File: src/rtl/pcr_map.svh
// Offsets, field positions, masks and reset values of the PLL-1 configuration slice
`ifndef PCR_MAP_SVH
`define PCR_MAP_SVH

`define PCR_OFS_PREDIV        8'h20
`define PCR_OFS_SRC_BYP       8'h21
`define PCR_OFS_PUMP_GAIN     8'h28
`define PCR_OFS_PUMP_OFS      8'h29

`define PCR_RST_PREDIV        8'h01
`define PCR_RST_SRC_BYP       8'h90
`define PCR_RST_PUMP_GAIN     8'h30
`define PCR_RST_PUMP_OFS      8'h00

`define PCR_MSK_PREDIV        8'hFF
`define PCR_MSK_SRC_BYP       8'hF8
`define PCR_MSK_PUMP_GAIN     8'hBF
`define PCR_MSK_PUMP_OFS      8'h3F

`define PCR_BIT_DOUBLER       7
`define PCR_BIT_FB_HALF       7
`define PCR_BIT_EXT_HALF      6
`define PCR_BIT_SRC_HI        5
`define PCR_BIT_SRC_LO        4
`define PCR_BIT_BYPASS        3
`define PCR_BIT_PUMP_PD       7
`define PCR_BIT_SINK_EN       5
`define PCR_BIT_STEP_X2       4

`define PCR_STEP_X2_BASE      5'h10
`define PCR_PREDIV_MIN        7'h01

`endif

File: src/rtl/pcr_pkg.sv
// Types shared by the PLL-1 configuration slice
package pcr_pkg;
    typedef enum logic [1:0] {
        PCR_SRC_EXT_VCO  = 2'b00,
        PCR_SRC_STAGE2   = 2'b01,
        PCR_SRC_STAGE1   = 2'b10,
        PCR_SRC_REF_CLK  = 2'b11
    } pcr_src_e;
    typedef logic [7:0] pcr_byte_t;
endpackage

File: src/rtl/pcr_decode.sv
// Decode of the stored configuration bytes into analog control values
`timescale 1ns/1ps
`default_nettype none
`include "pcr_map.svh"
module pcr_decode
    import pcr_pkg::*;
(
    input  wire pcr_byte_t   prediv_reg,
    input  wire pcr_byte_t   gain_reg,
    input  wire pcr_byte_t   ofs_reg,
    output logic [6:0]       divide_ratio,
    output logic [4:0]       pump_current,
    output logic [5:0]       offset_current
);
    logic [6:0] p_raw;
    logic       step_x2;
    logic [3:0] gain;

    always_comb begin
        p_raw   = prediv_reg[6:0];
        step_x2 = gain_reg[`PCR_BIT_STEP_X2];
        gain    = gain_reg[3:0];
        // Doubler path ignores the pre-divider; code 0 treated as divide by one
        if (prediv_reg[`PCR_BIT_DOUBLER] || p_raw == 7'h00) begin
            divide_ratio = `PCR_PREDIV_MIN;
        end else begin
            divide_ratio = p_raw;
        end
        // Pump current in 100 uA units; powered-down pump carries none
        if (gain_reg[`PCR_BIT_PUMP_PD]) begin
            pump_current = 5'h00;
        end else if (step_x2) begin
            pump_current = `PCR_STEP_X2_BASE + {1'b0, gain[2:0], 1'b0};
        end else begin
            pump_current = {1'b0, gain};
        end
        // Offset in 12.5 uA units: weights 16,8,8,4,2,1
        offset_current = {1'b0, ofs_reg[5], 4'h0} + {2'h0, ofs_reg[4], 3'h0}
                       + {2'h0, ofs_reg[3], 3'h0} + {3'h0, ofs_reg[2:0]};
    end
endmodule
`default_nettype wire

File: src/rtl/pcr_regs.sv
// PLL-1 input, bypass and charge pump configuration registers
// Function
// - Doubler select 0 feeds stage two through the pre-divider, 1 doubles and ignores it.
// - The seven-bit pre-divider is a binary ratio 1 to 127, resetting to 1 (bypassed).
// - Feedback halving select, reset 1, halves the VCXO ahead of the feedback divider.
// - External VCO halving select, reset 0, halves the external VCO when set.
// - Source select routes external VCO 00, stage two 01 (reset), stage one 10, reference 11.
// - Mode bit 0 (reset) is dual PLL, 1 is synthesizer mode with stage one bypassed.
// - Pump power-down 0 (reset) keeps the pump on, 1 powers it down and disables it.
// - Sink enable 1 (reset) enables equal sink current, 0 disables it.
// - Step multiplier picks 100 uA steps at 0 and 200 uA steps at 1, reset 1.
// - With step 0 the gain bits weigh 800, 400, 200 and 100 uA.
// - With step 1 the current is 1600 uA plus 800, 400, 200 uA for gain bits 2..0.
// - The six-bit offset adds 0 to 487.5 uA in 12.5 uA steps, bits 5 and 4 weigh 200 and 100.
`timescale 1ns/1ps
`default_nettype none
`include "pcr_map.svh"
module pcr_regs
    import pcr_pkg::*;
(
    input  wire logic        ref_clk,
    input  wire logic        reset,
    input  wire logic [7:0]  reg_addr,
    input  wire logic        reg_wr_en,
    input  wire pcr_byte_t   reg_wr_data,
    input  wire logic        reg_rd_en,
    output pcr_byte_t        reg_rd_data,
    output logic             reg_rd_valid,
    output logic             stage2_input_doubler_select,
    output logic [6:0]       stage2_divide_ratio,
    output logic             vcxo_feedback_halving_select,
    output logic             ext_vco_halving_select,
    output pcr_src_e         output_channel_source_select,
    output logic             first_stage_bypass_mode,
    output logic             stage2_pump_powerdown,
    output logic             stage2_pump_sink_enable,
    output logic             stage2_pump_step_double,
    output logic [4:0]       stage2_pump_current,
    output logic [5:0]       stage2_pump_offset_current
);
    pcr_byte_t  prediv_q, prediv_d;
    pcr_byte_t  srcbyp_q, srcbyp_d;
    pcr_byte_t  gain_q,   gain_d;
    pcr_byte_t  ofs_q,    ofs_d;
    pcr_byte_t  rd_data_q, rd_data_d;
    logic       rd_valid_q, rd_valid_d;
    logic [6:0] ratio_d, ratio_q;
    logic [4:0] cur_d, cur_q;
    logic [5:0] ocur_d, ocur_q;

    // Masked write keeps reserved positions at zero
    function automatic pcr_byte_t wr_field(input pcr_byte_t old, input pcr_byte_t data,
                                           input pcr_byte_t mask, input logic hit);
        wr_field = hit ? (data & mask) : old;
    endfunction

    always_comb begin
        prediv_d = wr_field(prediv_q, reg_wr_data, `PCR_MSK_PREDIV,
                            reg_wr_en && reg_addr == `PCR_OFS_PREDIV);
        srcbyp_d = wr_field(srcbyp_q, reg_wr_data, `PCR_MSK_SRC_BYP,
                            reg_wr_en && reg_addr == `PCR_OFS_SRC_BYP);
        gain_d   = wr_field(gain_q, reg_wr_data, `PCR_MSK_PUMP_GAIN,
                            reg_wr_en && reg_addr == `PCR_OFS_PUMP_GAIN);
        ofs_d    = wr_field(ofs_q, reg_wr_data, `PCR_MSK_PUMP_OFS,
                            reg_wr_en && reg_addr == `PCR_OFS_PUMP_OFS);
        // Read returns stored value; unmapped offsets read zero
        rd_valid_d = reg_rd_en;
        if (!reg_rd_en) begin
            rd_data_d = rd_data_q;
        end else if (reg_addr == `PCR_OFS_PREDIV) begin
            rd_data_d = prediv_q;
        end else if (reg_addr == `PCR_OFS_SRC_BYP) begin
            rd_data_d = srcbyp_q;
        end else if (reg_addr == `PCR_OFS_PUMP_GAIN) begin
            rd_data_d = gain_q;
        end else if (reg_addr == `PCR_OFS_PUMP_OFS) begin
            rd_data_d = ofs_q;
        end else begin
            rd_data_d = 8'h00;
        end
    end

    // Decode from next values so outputs settle with the register update
    pcr_decode u_decode (
        .prediv_reg     (prediv_d),
        .gain_reg       (gain_d),
        .ofs_reg        (ofs_d),
        .divide_ratio   (ratio_d),
        .pump_current   (cur_d),
        .offset_current (ocur_d)
    );

    always_ff @(posedge ref_clk) begin
        if (reset) begin
            prediv_q   <= `PCR_RST_PREDIV;
            srcbyp_q   <= `PCR_RST_SRC_BYP;
            gain_q     <= `PCR_RST_PUMP_GAIN;
            ofs_q      <= `PCR_RST_PUMP_OFS;
            rd_data_q  <= 8'h00;
            rd_valid_q <= 1'b0;
            ratio_q    <= `PCR_PREDIV_MIN;
            cur_q      <= `PCR_STEP_X2_BASE;
            ocur_q     <= 6'h00;
        end else begin
            prediv_q   <= prediv_d;
            srcbyp_q   <= srcbyp_d;
            gain_q     <= gain_d;
            ofs_q      <= ofs_d;
            rd_data_q  <= rd_data_d;
            rd_valid_q <= rd_valid_d;
            ratio_q    <= ratio_d;
            cur_q      <= cur_d;
            ocur_q     <= ocur_d;
        end
    end

    assign reg_rd_data                  = rd_data_q;
    assign reg_rd_valid                 = rd_valid_q;
    assign stage2_input_doubler_select  = prediv_q[`PCR_BIT_DOUBLER];
    assign stage2_divide_ratio          = ratio_q;
    assign vcxo_feedback_halving_select = srcbyp_q[`PCR_BIT_FB_HALF];
    assign ext_vco_halving_select       = srcbyp_q[`PCR_BIT_EXT_HALF];
    assign output_channel_source_select =
        pcr_src_e'(srcbyp_q[`PCR_BIT_SRC_HI:`PCR_BIT_SRC_LO]);
    assign first_stage_bypass_mode      = srcbyp_q[`PCR_BIT_BYPASS];
    assign stage2_pump_powerdown        = gain_q[`PCR_BIT_PUMP_PD];
    assign stage2_pump_sink_enable      = gain_q[`PCR_BIT_SINK_EN];
    assign stage2_pump_step_double      = gain_q[`PCR_BIT_STEP_X2];
    assign stage2_pump_current          = cur_q;
    assign stage2_pump_offset_current   = ocur_q;
endmodule
`default_nettype wire

File: config.mk
export PLATFORM = sky130hd
export DESIGN_NAME = pcr_regs
export DESIGN_NICKNAME = d
export VERILOG_FILES = /design/src/rtl/pcr_pkg.sv /design/src/rtl/pcr_decode.sv /design/src/rtl/pcr_regs.sv
export VERILOG_INCLUDE_DIRS = /design/src /design/src/rtl
export SDC_FILE = /design/constraint.sdc
export NUM_CORES = 1
export LEC_CHECK = 0
export BUFFER_PORTS_ARGS = -buffer_cell sky130_fd_sc_hd__buf_4
export CAP_MARGIN = 10
export CORE_UTILIZATION = 40
export DETAILED_ROUTE_END_ITERATION = 10
export GPL_ROUTABILITY_DRIVEN = 1
export RECOVER_POWER = 50
export SYNTH_ARGS = -nofsm -noshare
export SYNTH_HDL_FRONTEND = slang
export SYNTH_SLANG_ARGS = --single-unit
File: constraint.sdc
create_clock -name ref_clk -period 2.9 [get_ports ref_clk]
set_input_delay 0.87 -clock ref_clk [delete_from_list [all_inputs] [get_ports ref_clk]]
set_output_delay 0.87 -clock ref_clk [all_outputs]
set_load 0.005 [all_outputs]
==> out/qor.yml <==
floorplanning:
  fp-row-count: 27
  start_util: 0.413
  io_pins: 56
  die_x_microns: 77.4
  core_sq_um: 5510
  dieArea_sq_um: 6000
  fp.dieH_microns: 77.4
sta:
  max_freq_ghz: 0.413
  rsz0062_at_grt: "no"
  fin_crit_sh: 0.835
  finalHoldViolations: 0
  tns_ns: 0
  finalSetupViolCount: 0
  fin_skew_ns: 0.00633
  worst_slew_pin_slew_ns: 1.08
  slew_violations: 0
  period_needed_ns: 2.42
  slew_headroom: 0.279
layout:
  nets: 314
  final_common_cell: "dfxtp_1"
  fill_cells: 563
  final_cell_mix: "dfxtp_1, clkbuf_4, nand2_1"
  finish.utilization: 0.499
  area_growth_pct: 20.6
  drive_gt1_frac: 0.282
  antenna_cells: 0
worst_setup_path:
  crit_type: "in2reg"
  slowest_delay_ns: 0.36
  regToRegSetupSlack_ns: 1.47
  cp-end-kind: "flop"
  worstPathArrival_ns: 2.57
  reg2regPathDepth: 4
  startpoint_type: "input port"
  crit_top_cell: "ha_1"
  worstPathMaxFanout: 6
  required_ns: 3.05
  r2r-start: "gain_q[4]$_SDFF_PP1_"
  cp_cell_sequence: "buf_4, and4bb_4, and4_4, mux2_4, ha_1, ha_1, nor2b_1"
  timing.rr.end: "reg_rd_data[4]$_SDFFE_PP0P_"
  critical-path-slowest-cell: "and4bb_4"
drt:
  drtAntennaViolNets: 0
  vias: 1915
  drcViolationCount: 0
  drt_wl_total_microns: 5540
  drtIter0Drc: 118
  viasPerCell: 5.28
  wire_per_inst_microns: 15.3
  first_pass_iters: 6
logic_synthesis:
  synth_seq_cells: 50
  synthDistinctLibCells: 44
  synth_area_sq_um: 2280
  async_flop_share: 0
  synth.avg_cell_area_sq_um: 9.14
  syn_inst: 249
  synth_flop_cell: "dfxtp_1"
  syn_nets: 271
  synth-edff-count: 0
  yosysSeqAreaShare: 0.440
  synth_warnings: 0
job:
  drv_cap: 0
clocking:
  ctsLongestPathBuffers: 2
  clk_pin_slew_ns: 0.08
  numCtsBuffers: 5
  cts_resized: 0
  cts_tree: "yes"
  worstSkewPairLatency_ns: 0.30
  clock_sinks: 50
  holdBufCountCts: 0
  cts-root-buf: "clkbuf_8"
  cts_setup_buffers: 0
  h-tree-depth: 2
grt:
  antenna_found_initial: 0
  grt_usage: 0.194
  grt_pass1_wl_microns: 9140
  grt_pass1_vias: 1806
  grt_max_degree: 50
  overflow: 0
placed_design:
  hpwl_microns: 3930
  gp_congestion: 0.832
  portBuffers: 55
hold_path:
  whs_path_depth: 2
  min_to: "reg_rd_data[2]$_SDFFE_PP0P_"
  min_path_type: "reg2reg"
  hold_path.startpoint: "reg_rd_data[2]$_SDFFE_PP0P_"
power_and_ir_drop:
  total_power_uw: 1180
  ir_drop_uv: 204
  power_density_nw_per_um2: 429
  leakage_uw: 0.00108
outcome:
  status: "completed"
[through the flow]
step	instances	setup WS, ns	instance area [sq um]	hold WS (ns)
4_1_cts	363	0.509	2750	0.485
5_1_grt	363	0.440	2750	0.509
3_3_place_gp	357	0.209	2670	0.465
2_1_floorplan	249	0.344	2280	0.448
6_report	363	0.480	2750	0.478
3_5_place_dp	357	0.187	2670	0.472
[kinds of logic (layout without fill, tap and decap cells)]
| kind of cell | after synthesis | in the layout | share of synthesized area |
|---|---|---|---|
| AND/OR/NAND/NOR | 102 | 102 | 0.247 |
| flip-flops | 50 | 50 | 0.440 |
| AO/OA/AOI/OAI | 41 | 41 | 0.118 |
| buffers and inverters | 31 | 73 | 0.0731 |
| multiplexers | 23 | 23 | 0.111 |
| adder cells (fa/ha/maj) | 2 | 2 | 0.0110 |
[power by group]
part | internal [uW] | switching (uW)
combinational | 37.0 | 55.2
clock | 184 | 213
sequential | 688 | 1.26
total | 910 | 269
[synthesized netlist by cell type (3+ instances only)]
master    instances  area [sq um]
dfxtp_1          50          1000
nand2_1          31           116
a21oi_1          21           105
nor2_1           18          67.6
nand3_1          16          80.1
mux2i_1          14           140
nor3_1           11          55.1
inv_1             9          33.8
buf_2             7          35.0
buf_4             6          45.0
mux2_2            6          67.6
clkbuf_1          5          18.8
nor2b_1           4          25.0
o32ai_1           4          35.0
a211oi_1          3          22.5
a221oi_1          3          26.3
mux2_4            3          45.0
nor2b_4           3          41.3
o41ai_1           3          26.3
[critical path: cells and delay by family]
family                     cells  cell delay (ns)
adders and majority gates      2             0.46
muxes                          1             0.32
buffers and inverters          1             0.11
and+or+nand+nor                3             0.80
[worst max path at each step]
| stage | from | end | cells past startpoint |
|---|---|---|---|
| after global routing | reg_addr[4] | stage2_pump_offset_current[4]$_SDFF_PP0_ | 7 |
| after detailed placement | reg_addr[4] | stage2_pump_offset_current[4]$_SDFF_PP0_ | 7 |
| after floorplan | reg_addr[4] | stage2_pump_offset_current[4]$_SDFF_PP0_ | 7 |
| after CTS | reg_addr[4] | stage2_pump_offset_current[4]$_SDFF_PP0_ | 7 |
| final | reg_addr[4] | stage2_pump_offset_current[4]$_SDFF_PP0_ | 7 |
| after global placement | reg_addr[4] | stage2_pump_offset_current[4]$_SDFF_PP0_ | 7 |
[flip-flops by register name (all words and copies together) (netlist names)]
signal and count:
prediv_q 8, reg_rd_data 8, gain_q 7, stage2_divide_ratio 7, ofs_q 6, srcbyp_q 5
stage2_pump_current 5, stage2_pump_offset_current 3, reg_rd_valid 1
[layout make-up]
type / count / area, sq um / area share
Sequential cell: 50 / 1000 / 0.365
Timing Repair Buffer: 58 / 429 / 0.156
Clock buffer: 6 / 82.6 / 0.0301
Tap cell: 72 / 90.1 / 0.0328
Inverter: 9 / 33.8 / 0.0123
Multi-Input combinational cell: 168 / 1110 / 0.404
[routing by layer]
metal	up-vias	GRT usage	routed length, microns
met1	900	0.257	2680
met2	52	0.318	2570
met4	0	0.0453	42
li1	959	-	-
met3	4	0.0459	248
met5	-	0	0
Note: power is estimated with default switching activity, not from simulation.
